File: config.mk
export PLATFORM = sky130hd
export DESIGN_NAME = wakeup_ctrl
export DESIGN_NICKNAME = d
export VERILOG_FILES = /design/src/wakeup_ctrl.v
export VERILOG_INCLUDE_DIRS = /design/src
export SDC_FILE = /design/constraint.sdc
export NUM_CORES = 1
export LEC_CHECK = 0
export BUFFER_PORTS_ARGS = -buffer_cell sky130_fd_sc_hd__buf_2
export CORE_MARGIN = 2
export CORE_UTILIZATION = 28
export DETAILED_ROUTE_END_ITERATION = 6
export GPL_ROUTABILITY_DRIVEN = 1
export GPL_TIMING_DRIVEN = 0
export PLACE_DENSITY_LB_ADDON = 0.05
export SYNTH_ARGS = -nofsm -noshare
export SYNTH_HDL_FRONTEND = slang
export SYNTH_SLANG_ARGS = --single-unit
File: constraint.sdc
create_clock -name clk -period 1.99 [get_ports clk]
set_clock_uncertainty 0.15 [all_clocks]
set_input_delay 0.398 -clock clk [delete_from_list [all_inputs] [get_ports clk]]
set_output_delay 0.398 -clock clk [all_outputs]
set_load 0.005 [all_outputs]
File: src/wakeup_ctrl_regs.vh
/*
 Register offsets, field positions, reset values and timing counts for the
 sleep, wake-up and general-purpose pin controller.
 Assumes inclusion by bare name from the same folder.
*/
`ifndef WAKEUP_CTRL_REGS_VH
`define WAKEUP_CTRL_REGS_VH

`define REG_MISC_CTRL       4'h0
`define REG_PORTA_DATA      4'h1
`define REG_PORTA_DIR       4'h2
`define REG_PORTA_PULLUP    4'h3
`define REG_PORTA_PULLDN    4'h4
`define REG_PORTA_DIEN      4'h5
`define REG_PORTB_DATA      4'h6
`define REG_PORTB_DIR       4'h7
`define REG_PORTB_PULLUP    4'h8
`define REG_PORTB_PULLDN    4'h9
`define REG_PORTB_DIEN      4'ha
`define REG_CMP_CONTROL     4'hb
`define REG_CMP_SELECT      4'hc
`define REG_POWER_CMD       4'hd
`define REG_POWER_STATUS    4'he

`define MISC_FAST_WAKE_BIT  5
`define CMP_ENABLE_BIT      7
`define CMP_WAKE_SEL_BIT    6
`define CMD_LIGHT_BIT       0
`define CMD_DEEP_BIT        1

`define MISC_RESET          8'h00
`define PORT_RESET          8'h00
`define DIEN_RESET          8'hff
`define CMP_RESET           8'h00

`define WAKE_NORMAL_LRC     12'd3000
`define WAKE_FAST_LRC       12'd45

`endif

File: src/wakeup_ctrl.v
/*
 Sleep-mode, wake-up timing and general-purpose pin controller.
 Assumes: clk is the always-on 25 MHz control clock; lrc_clk_in is the
 low-speed RC oscillator output arriving asynchronously; the core obeys
 core_halt and program_memory_power; reset causes arrive as level inputs.
*/
// Local design decisions: the register addresses and the strobed register port.
`timescale 1ns/1ps
`default_nettype none
`include "wakeup_ctrl_regs.vh"

module wakeup_ctrl #(
    parameter PINS_A = 8,
    parameter PINS_B = 8,
    parameter LOW_VOLTAGE_LEVEL_SEL = 3
) (
    // Clock and reset
    input  wire              clk,
    input  wire              rst,
    input  wire              ce,
    // Register port
    input  wire [3:0]        addr,
    input  wire [7:0]        wdata,
    input  wire              wr,
    input  wire              rd,
    output reg  [7:0]        rdata,
    // Configuration options and reset causes
    input  wire              fast_boot_opt,
    input  wire              ext_reset_cause,
    input  wire              watchdog_reset_cause,
    input  wire              power_on_cause,
    input  wire              low_voltage_reset,
    output wire [2:0]        low_voltage_reset_level,
    // Wake events and oscillator
    input  wire              timer_event,
    input  wire              cmp_event,
    input  wire              lrc_clk_in,
    // Power controls
    output wire              low_speed_rc_osc_en,
    output wire              high_speed_rc_osc_en,
    output wire              external_crystal_osc_en,
    output wire              sys_clk_en,
    output wire              core_halt,
    output wire              program_memory_power,
    output wire              sram_clear,
    output wire              core_restart,
    // Pins
    input  wire [PINS_A-1:0] porta_in,
    output wire [PINS_A-1:0] porta_out,
    output wire [PINS_A-1:0] porta_oe,
    output wire [PINS_A-1:0] porta_pu,
    output wire [PINS_A-1:0] porta_pd,
    input  wire [PINS_B-1:0] portb_in,
    output wire [PINS_B-1:0] portb_out,
    output wire [PINS_B-1:0] portb_oe,
    output wire [PINS_B-1:0] portb_pu,
    output wire [PINS_B-1:0] portb_pd
);
    localparam NP = PINS_A + PINS_B;
    localparam ST_RUN   = 2'd0;
    localparam ST_LIGHT = 2'd1;
    localparam ST_DEEP  = 2'd2;
    localparam ST_WAKE  = 2'd3;

    reg [7:0]    misc_q;
    reg [7:0]    cmp_ctl_q;
    reg [7:0]    cmp_sel_q;
    reg [NP-1:0] data_q;
    reg [NP-1:0] dir_q;
    reg [NP-1:0] pu_q;
    reg [NP-1:0] pd_q;
    reg [NP-1:0] dien_q;
    reg [1:0]    state_q;
    reg          deep_q;
    reg          any_rst_q;
    reg          sram_clr_q;
    reg [NP-1:0] pin_s1_q;
    reg [NP-1:0] pin_s2_q;
    reg [NP-1:0] pin_s3_q;
    reg [NP-1:0] pin_stable_q;
    reg          lrc_s1_q;
    reg          lrc_s2_q;
    reg          lrc_s3_q;
    reg          lrc_lvl_q;
    reg [11:0]   wake_cnt_q;
    reg [11:0]   wake_target_q;
    reg [7:0]    rd_d;

    wire [NP-1:0] pad_in = {portb_in, porta_in};
    wire [NP-1:0] pin_agree = ~(pin_s2_q ^ pin_s3_q);
    wire [NP-1:0] pin_next = (pin_agree & pin_s2_q) | (~pin_agree & pin_stable_q);
    wire          lrc_agree = (lrc_s2_q == lrc_s3_q);
    wire          lrc_rise = lrc_agree & lrc_s2_q & ~lrc_lvl_q;
    // Toggle counts only on input-mode pins with their digital input enabled
    wire          pin_wake = |((pin_next ^ pin_stable_q) & dien_q & ~dir_q);
    wire          cmp_wake = cmp_event & cmp_ctl_q[`CMP_ENABLE_BIT]
                             & cmp_sel_q[`CMP_WAKE_SEL_BIT];
    wire          light_wake = pin_wake | timer_event | cmp_wake;
    wire          fast_sel = fast_boot_opt | misc_q[`MISC_FAST_WAKE_BIT];
    wire [11:0]   target_d = fast_sel ? `WAKE_FAST_LRC : `WAKE_NORMAL_LRC;
    wire          reg_wr = wr & ce & (state_q == ST_RUN);

    // Only the power-on reset clears the data memory; pin, watchdog and low-voltage resets keep it
    always @(posedge clk)
    begin
        if (rst)
        begin
            any_rst_q  <= 1'b0;
            sram_clr_q <= 1'b0;
        end
        else if (ce)
        begin
            any_rst_q  <= ext_reset_cause | watchdog_reset_cause
                          | power_on_cause | low_voltage_reset;
            sram_clr_q <= power_on_cause;
        end
    end

    always @(posedge clk)
    begin
        if (rst)
        begin
            pin_s1_q     <= {NP{1'b0}};
            pin_s2_q     <= {NP{1'b0}};
            pin_s3_q     <= {NP{1'b0}};
            pin_stable_q <= {NP{1'b0}};
            lrc_s1_q     <= 1'b0;
            lrc_s2_q     <= 1'b0;
            lrc_s3_q     <= 1'b0;
            lrc_lvl_q    <= 1'b0;
        end
        else if (ce)
        begin
            pin_s1_q     <= pad_in;
            pin_s2_q     <= pin_s1_q;
            pin_s3_q     <= pin_s2_q;
            pin_stable_q <= pin_next;
            lrc_s1_q     <= lrc_clk_in;
            lrc_s2_q     <= lrc_s1_q;
            lrc_s3_q     <= lrc_s2_q;
            if (lrc_agree)
                lrc_lvl_q <= lrc_s2_q;
        end
    end

    // Registers are only reloaded by reset, never by sleep or wake
    always @(posedge clk)
    begin
        if (rst || (ce && any_rst_q))
        begin
            misc_q    <= `MISC_RESET;
            cmp_ctl_q <= `CMP_RESET;
            cmp_sel_q <= `CMP_RESET;
            data_q    <= {NP{1'b0}};
            dir_q     <= {NP{1'b0}};
            pu_q      <= {NP{1'b0}};
            pd_q      <= {NP{1'b0}};
            dien_q    <= {NP{1'b1}};
        end
        else if (reg_wr)
        begin
            case (addr)
                `REG_MISC_CTRL:    misc_q <= wdata;
                `REG_CMP_CONTROL:  cmp_ctl_q <= wdata;
                `REG_CMP_SELECT:   cmp_sel_q <= wdata;
                `REG_PORTA_DATA:   data_q[PINS_A-1:0] <= wdata[PINS_A-1:0];
                `REG_PORTA_DIR:    dir_q[PINS_A-1:0] <= wdata[PINS_A-1:0];
                `REG_PORTA_PULLUP: pu_q[PINS_A-1:0] <= wdata[PINS_A-1:0];
                `REG_PORTA_PULLDN: pd_q[PINS_A-1:0] <= wdata[PINS_A-1:0];
                `REG_PORTA_DIEN:   dien_q[PINS_A-1:0] <= wdata[PINS_A-1:0];
                `REG_PORTB_DATA:   data_q[NP-1:PINS_A] <= wdata[PINS_B-1:0];
                `REG_PORTB_DIR:    dir_q[NP-1:PINS_A] <= wdata[PINS_B-1:0];
                `REG_PORTB_PULLUP: pu_q[NP-1:PINS_A] <= wdata[PINS_B-1:0];
                `REG_PORTB_PULLDN: pd_q[NP-1:PINS_A] <= wdata[PINS_B-1:0];
                `REG_PORTB_DIEN:   dien_q[NP-1:PINS_A] <= wdata[PINS_B-1:0];
                default:           misc_q <= misc_q;
            endcase
        end
    end

    always @(posedge clk)
    begin
        if (rst || (ce && any_rst_q))
        begin
            state_q       <= ST_RUN;
            deep_q        <= 1'b0;
            wake_cnt_q    <= 12'h000;
            wake_target_q <= `WAKE_NORMAL_LRC;
        end
        else if (ce)
        begin
            case (state_q)
                ST_RUN:
                    if (reg_wr && addr == `REG_POWER_CMD)
                    begin
                        if (wdata[`CMD_DEEP_BIT])
                        begin
                            state_q <= ST_DEEP;
                            deep_q  <= 1'b1;
                        end
                        else if (wdata[`CMD_LIGHT_BIT])
                        begin
                            state_q <= ST_LIGHT;
                            deep_q  <= 1'b0;
                        end
                    end
                ST_LIGHT:
                    if (light_wake)
                    begin
                        state_q       <= ST_WAKE;
                        wake_cnt_q    <= 12'h000;
                        wake_target_q <= target_d;
                    end
                ST_DEEP:
                    if (pin_wake)
                    begin
                        state_q       <= ST_WAKE;
                        wake_cnt_q    <= 12'h000;
                        wake_target_q <= target_d;
                    end
                ST_WAKE:
                    if (lrc_rise)
                    begin
                        if (wake_cnt_q == wake_target_q - 12'd1)
                        begin
                            state_q <= ST_RUN;
                            deep_q  <= 1'b0;
                        end
                        else
                            wake_cnt_q <= wake_cnt_q + 12'd1;
                    end
                default:
                    state_q <= ST_RUN;
            endcase
        end
    end

    // Deep sleep stops every oscillator; the wake counter needs the low-speed one back
    assign low_speed_rc_osc_en     = ~(state_q == ST_DEEP);
    assign high_speed_rc_osc_en    = ~deep_q;
    assign external_crystal_osc_en = ~deep_q;
    assign sys_clk_en              = (state_q == ST_RUN);
    assign core_halt               = (state_q != ST_RUN);
    assign program_memory_power    = (state_q == ST_RUN) || (state_q == ST_WAKE);
    assign sram_clear              = sram_clr_q;
    assign core_restart            = any_rst_q;
    assign low_voltage_reset_level = LOW_VOLTAGE_LEVEL_SEL[2:0];

    genvar i;
    wire [NP-1:0] pu_w;
    wire [NP-1:0] pd_w;
    generate
        for (i = 0; i < NP; i = i + 1)
        begin : g_pin
            // Pulls act only on inputs; a pin driving low never fights a pull
            assign pu_w[i] = ~dir_q[i] & pu_q[i];
            assign pd_w[i] = ~dir_q[i] & pd_q[i];
        end
    endgenerate

    assign porta_out = data_q[PINS_A-1:0];
    assign porta_oe  = dir_q[PINS_A-1:0];
    assign porta_pu  = pu_w[PINS_A-1:0];
    assign porta_pd  = pd_w[PINS_A-1:0];
    assign portb_out = data_q[NP-1:PINS_A];
    assign portb_oe  = dir_q[NP-1:PINS_A];
    assign portb_pu  = pu_w[NP-1:PINS_A];
    assign portb_pd  = pd_w[NP-1:PINS_A];

    wire [NP-1:0] readback = (dir_q & data_q) | (~dir_q & pin_stable_q);

    always @*
    begin
        rd_d = 8'h00;
        case (addr)
            `REG_MISC_CTRL:    rd_d = misc_q;
            `REG_CMP_CONTROL:  rd_d = cmp_ctl_q;
            `REG_CMP_SELECT:   rd_d = cmp_sel_q;
            `REG_PORTA_DATA:   rd_d[PINS_A-1:0] = readback[PINS_A-1:0];
            `REG_PORTA_DIR:    rd_d[PINS_A-1:0] = dir_q[PINS_A-1:0];
            `REG_PORTA_PULLUP: rd_d[PINS_A-1:0] = pu_q[PINS_A-1:0];
            `REG_PORTA_PULLDN: rd_d[PINS_A-1:0] = pd_q[PINS_A-1:0];
            `REG_PORTA_DIEN:   rd_d[PINS_A-1:0] = dien_q[PINS_A-1:0];
            `REG_PORTB_DATA:   rd_d[PINS_B-1:0] = readback[NP-1:PINS_A];
            `REG_PORTB_DIR:    rd_d[PINS_B-1:0] = dir_q[NP-1:PINS_A];
            `REG_PORTB_PULLUP: rd_d[PINS_B-1:0] = pu_q[NP-1:PINS_A];
            `REG_PORTB_PULLDN: rd_d[PINS_B-1:0] = pd_q[NP-1:PINS_A];
            `REG_PORTB_DIEN:   rd_d[PINS_B-1:0] = dien_q[NP-1:PINS_A];
            `REG_POWER_STATUS: rd_d = {5'h00, fast_sel, state_q};
            default:           rd_d = 8'h00;
        endcase
    end

    always @(posedge clk)
    begin
        if (rst)
            rdata <= 8'h00;
        else if (ce)
            rdata <= rd ? rd_d : 8'h00;
    end
endmodule // wakeup_ctrl
`default_nettype wire

==> impl_metrics.prom <==
# TYPE chip_impl_metric gauge
chip_impl_info{name="crit_path_top_delay_cell",value="or3b_4"} 1
chip_impl_metric{name="finalNetCount",unit=""} 1352
chip_impl_metric{name="setup-violations-final",unit=""} 29
chip_impl_info{name="hold_path.class",value="input pin to register"} 1
chip_impl_metric{name="tritoncts_num_sinks",unit=""} 199
chip_impl_metric{name="power.leakage",unit="nW"} 5.21
chip_impl_metric{name="synth_warnings",unit=""} 0
chip_impl_metric{name="detailedRoute.firstPassIterationCount",unit=""} 5
chip_impl_metric{name="timing.fmax",unit="GHz"} 0.467
chip_impl_info{name="synthTopCellsByArea",value="dfxtp_1 41%, mux2i_1 12%, nor2_1 5.1%, nand2_1 5.1%, a21oi_1 4.3%"} 1
chip_impl_metric{name="synthesis.instances",unit=""} 1142
chip_impl_metric{name="cp_max_fo",unit=""} 5
chip_impl_metric{name="grt_pass1_vias",unit=""} 8493
chip_impl_metric{name="grt_pass1_wl",unit="mm"} 57.6
chip_impl_info{name="critical_path.top_delay_family",value="compound AO/OA/AOI/OAI gates"} 1
chip_impl_metric{name="drt-vias-per-instance",unit=""} 5.10
chip_impl_metric{name="top_level_ports",unit=""} 124
chip_impl_metric{name="drive_above_1_share",unit="%"} 28.5
chip_impl_metric{name="power.density",unit="nW/um^2"} 670
chip_impl_metric{name="drv_cap",unit=""} 0
chip_impl_metric{name="synth-seq-area-share",unit="%"} 40.7
chip_impl_metric{name="die_height",unit="um"} 191
chip_impl_info{name="grt_setup_unrepaired",value="yes"} 1
chip_impl_metric{name="power_frac_comb",unit="%"} 10.4
chip_impl_metric{name="cell_area_reported_after_detailed_placement",unit="um^2"} 10900
chip_impl_metric{name="routabilityCongestion",unit=""} 0.925
chip_impl_metric{name="dp_hpwl",unit="mm"} 29.5
chip_impl_metric{name="grt_antenna_before_repair",unit=""} 0
chip_impl_metric{name="power",unit="mW"} 8.44
chip_impl_info{name="hold_start",value="porta_in[2]"} 1
chip_impl_metric{name="post_layout_nonfiller_instances",unit=""} 1772
chip_impl_info{name="timing.setup.critical_path_class",value="register to register"} 1
chip_impl_metric{name="grt_util_met2",unit="%"} 33.5
chip_impl_metric{name="die_area",unit="um^2"} 36400
chip_impl_metric{name="final-hold-violation-count",unit=""} 0
chip_impl_info{name="tritoncts",value="yes"} 1
chip_impl_info{name="post-synth-top-area-cell",value="dfxtp_1"} 1
chip_impl_metric{name="cts-htree-levels",unit=""} 4
chip_impl_metric{name="switching_power",unit="mW"} 2.46
chip_impl_info{name="worst_setup_path_startpoint",value="pin_s2_q[14]"} 1
chip_impl_metric{name="row_count",unit=""} 68
chip_impl_metric{name="ctsHoldBuffers",unit=""} 0
chip_impl_metric{name="finalWorstPathRequiredPeriod",unit="ns"} 2.14
chip_impl_metric{name="post_synth_instance_area",unit="um^2"} 9780
chip_impl_metric{name="area_growth_syn_to_layout",unit="%"} 28.9
chip_impl_metric{name="core-area",unit="um^2"} 34500
chip_impl_metric{name="initial_utilization",unit="%"} 28.4
chip_impl_info{name="critical_path.reg2reg.startpoint",value="pin_s2_q[14]"} 1
chip_impl_metric{name="finalCritPeriodShare",unit="%"} 108
chip_impl_metric{name="via_count",unit=""} 9042
chip_impl_metric{name="final_antenna_net_count",unit=""} 0
chip_impl_metric{name="global_route.usage.met1",unit="%"} 31.8
chip_impl_metric{name="yosysTopAreaCellShare",unit="%"} 40.7
chip_impl_metric{name="met3_usage",unit="%"} 3.85
chip_impl_metric{name="crit_path_max_incr_delay",unit="ns"} 0.41
chip_impl_metric{name="fillCellCount",unit=""} 3659
chip_impl_metric{name="worst-slew-pin-transition",unit="ns"} 0.990
chip_impl_metric{name="crit_arrival",unit="ns"} 2.38
chip_impl_metric{name="grt_overflow",unit=""} 0
chip_impl_metric{name="crit_buf_inv",unit=""} 1
chip_impl_metric{name="worst_skew_pair_later_pin_latency",unit="ns"} 0.46
chip_impl_metric{name="power_frac_seq",unit="%"} 48.4
chip_impl_metric{name="cell_internal_pwr",unit="mW"} 5.98
chip_impl_metric{name="reg2reg_setup_slack",unit="ns"} -0.15
chip_impl_info{name="run_status",value="finished with violations"} 1
chip_impl_metric{name="slew-limit-headroom",unit="%"} 34.0
chip_impl_metric{name="final-max-slew-violation-count",unit=""} 0
chip_impl_metric{name="clock_tree.buffer_depth",unit=""} 2
chip_impl_metric{name="cp_data_required_time",unit="ns"} 2.23
chip_impl_metric{name="overall_global_routing_resource_usage",unit="%"} 21.9
chip_impl_metric{name="asyncSetResetFlopFracSynth",unit="%"} 0
chip_impl_metric{name="timing.final.ws_setup",unit="ns"} -0.150
chip_impl_metric{name="number_of_instances_in_the_placed_design",unit=""} 1713
chip_impl_info{name="setup_crit_start_kind",value="register"} 1
chip_impl_metric{name="switching_share",unit="%"} 29.2
chip_impl_metric{name="route.detailed.wl_per_inst",unit="um"} 22.6
chip_impl_metric{name="drt_drc_violations_left",unit=""} 0
chip_impl_metric{name="count_of_routing_violations_after_the_opening_detailed_route_iteration",unit=""} 716
chip_impl_metric{name="cts_buffers",unit=""} 17
chip_impl_metric{name="yosys_register_bits",unit=""} 199
chip_impl_metric{name="cts.clk_slew.worst_paths",unit="ns"} 0.08
chip_impl_info{name="clockRootBuffer",value="clkbuf_16"} 1
chip_impl_metric{name="grt_max_degree",unit=""} 20
chip_impl_metric{name="antenna_cells_inserted",unit=""} 0
chip_impl_info{name="critical_path.cell_chain",value="or3b_4 > a21oi_4 > a2111oi_4 > and2_4 > clkbuf_16 > a211o_4 > o22ai_2"} 1
chip_impl_metric{name="die_x",unit="um"} 191
chip_impl_info{name="critPathCaptureType",value="register"} 1
chip_impl_metric{name="ys_types",unit=""} 75
chip_impl_metric{name="postLayoutCellArea",unit="um^2"} 12600
chip_impl_metric{name="worst_ir_drop_vdd",unit="V"} 0.000631
chip_impl_metric{name="finalWirelength",unit="mm"} 40.0
chip_impl_metric{name="synth_area_per_cell",unit="um^2"} 8.56
chip_impl_info{name="violations",value="setup timing"} 1
chip_impl_metric{name="power_frac_clock",unit="%"} 41.2
chip_impl_metric{name="place.port_buffers",unit=""} 115
chip_impl_metric{name="edff_count_synth",unit=""} 0
chip_impl_info{name="synth_flop_cell",value="dfxtp_1"} 1
chip_impl_info{name="top_usage_layer",value="met2"} 1
## final timing paths
path                   end  depth (start not counted)
max          wake_cnt_q[0]                          7
min reg2reg       rdata[0]                          2
max reg2reg  wake_cnt_q[0]                          7
min            pin_s1_q[2]                          3
## cell usage in the layout, fill, tap and decap left out, drive strengths merged, types with 12 or more instances in the layout
| cell type | n |
|---|---|
| mux2i | 122 |
| nor2b | 41 |
| buf | 175 |
| nand3b | 13 |
| dfxtp | 199 |
| inv | 27 |
| a21o | 18 |
| nand3 | 61 |
| nand2b | 21 |
| nor2 | 137 |
| a221oi | 12 |
| o21ai | 36 |
| clkbuf | 67 |
| nand2 | 132 |
| a21oi | 84 |
## synthesized netlist by cell type, drive strengths merged (3+ instances only)
cell type,n
dfxtp,199
nor2,137
nand2,132
mux2i,122
a21oi,84
nand3,61
clkbuf,52
nor2b,41
o21ai,36
buf,31
nand2b,21
inv,19
a21o,18
nand3b,13
a221oi,12
o22ai,10
or3,10
or3b,10
a31oi,9
ha,7
nor3b,7
a32oi,6
and3b,6
mux2,6
nand4,6
o211a,6
a2111oi,5
o2bb2ai,5
a2111o,4
a22o,4
and3,4
nor3,4
nor4,4
o2111ai,4
a211oi,3
a311oi,3
nor4b,3
nor4bb,3
o221ai,3
o31ai,3
or2,3
## sequential cells by signal, summed over array words and instances, names as in the netlist, 16 cells and up
| signal | count |
|---|---|
| pin_s3_q | 16 |
| dien_q | 16 |
| pin_s1_q | 16 |
| pin_stable_q | 16 |
| pd_q | 16 |
| data_q | 16 |
| dir_q | 16 |
| pu_q | 16 |
| pin_s2_q | 16 |
## power groups by stage
stage / registers (mW) / clock network, mW / logic (mW)
3_3_place_gp: 4.20 / 0 / 0.756
2_1_floorplan: 4.17 / 0 / 0.443
6_report: 4.08 / 3.48 / 0.878
5_1_grt: 4.09 / 3.72 / 0.934
4_1_cts: 4.09 / 3.57 / 0.837
3_5_place_dp: 4.20 / 0 / 0.754
## worst reg2reg max path, delay by kind of cell, from the launching register on
| family | cells | cell delay (ns) |
|---|---|---|
| AO/OA/AOI/OAI | 4 | 0.79 |
| buffers and inverters | 1 | 0.17 |
| flip-flops | 1 | 0.37 |
| AND/OR/NAND/NOR | 2 | 0.60 |
## layout make-up
type / count / area (um^2) / share of cell area, %
Sequential cell: 199 / 4080 / 32.4
Tap cell: 455 / 569 / 4.52
Buffer: 80 / 559 / 4.44
Inverter: 19 / 75.1 / 0.596
Multi-Input combinational cell: 842 / 5890 / 46.7
Timing Repair Buffer: 145 / 873 / 6.93
Clock buffer: 17 / 425 / 3.38
Clock inverter: 15 / 135 / 1.07
## timing repair
| action | in CTS | in global routing |
|---|---|---|
| resized for setup | 157 | 85 |
| gates cloned | 2 | 0 |
| pin swaps | 29 | 25 |
| setup endpoints to repair | 143 | 85 |
| setup buffers | 20 | 9 |
## metal layers
layer  vias to the layer above  part of all wire, %
li1                       4391                    -
met1                      4361                   50
met2                       255                   43
met3                        35                  5.1
met4                         0                  1.8
met5                         -                    0
## per-stage QoR
stage	utilization [%]	hold WS [ns]	TNS, ns	setup slack, ns
6_report	36.6	0.0138	-1.72	-0.150
3_5_place_dp	31.8	0.311	-123.74	-1.30
3_3_place_gp	31.8	0.307	-123.06	-1.31
4_1_cts	35.5	0.00124	-1.76	-0.150
2_1_floorplan	-	0.292	-0.655	-0.0410
5_1_grt	36.6	0.0109	-4.40	-0.223
## logic make-up (layout without fill, tap and decap cells)
group / Yosys count / after routing / share of synthesized area [%]
multiplexers: 130 / 130 / 13.6
AND/OR/NAND/NOR: 469 / 469 / 23.6
other: 2 / 3 / 0.0768
flip-flops: 199 / 199 / 40.7
AO/OA/AOI/OAI: 233 / 233 / 15.7
buffers and inverters: 102 / 276 / 5.32
adder cells (fa/ha/maj): 7 / 7 / 0.896
(Power assumes the default switching activity.)
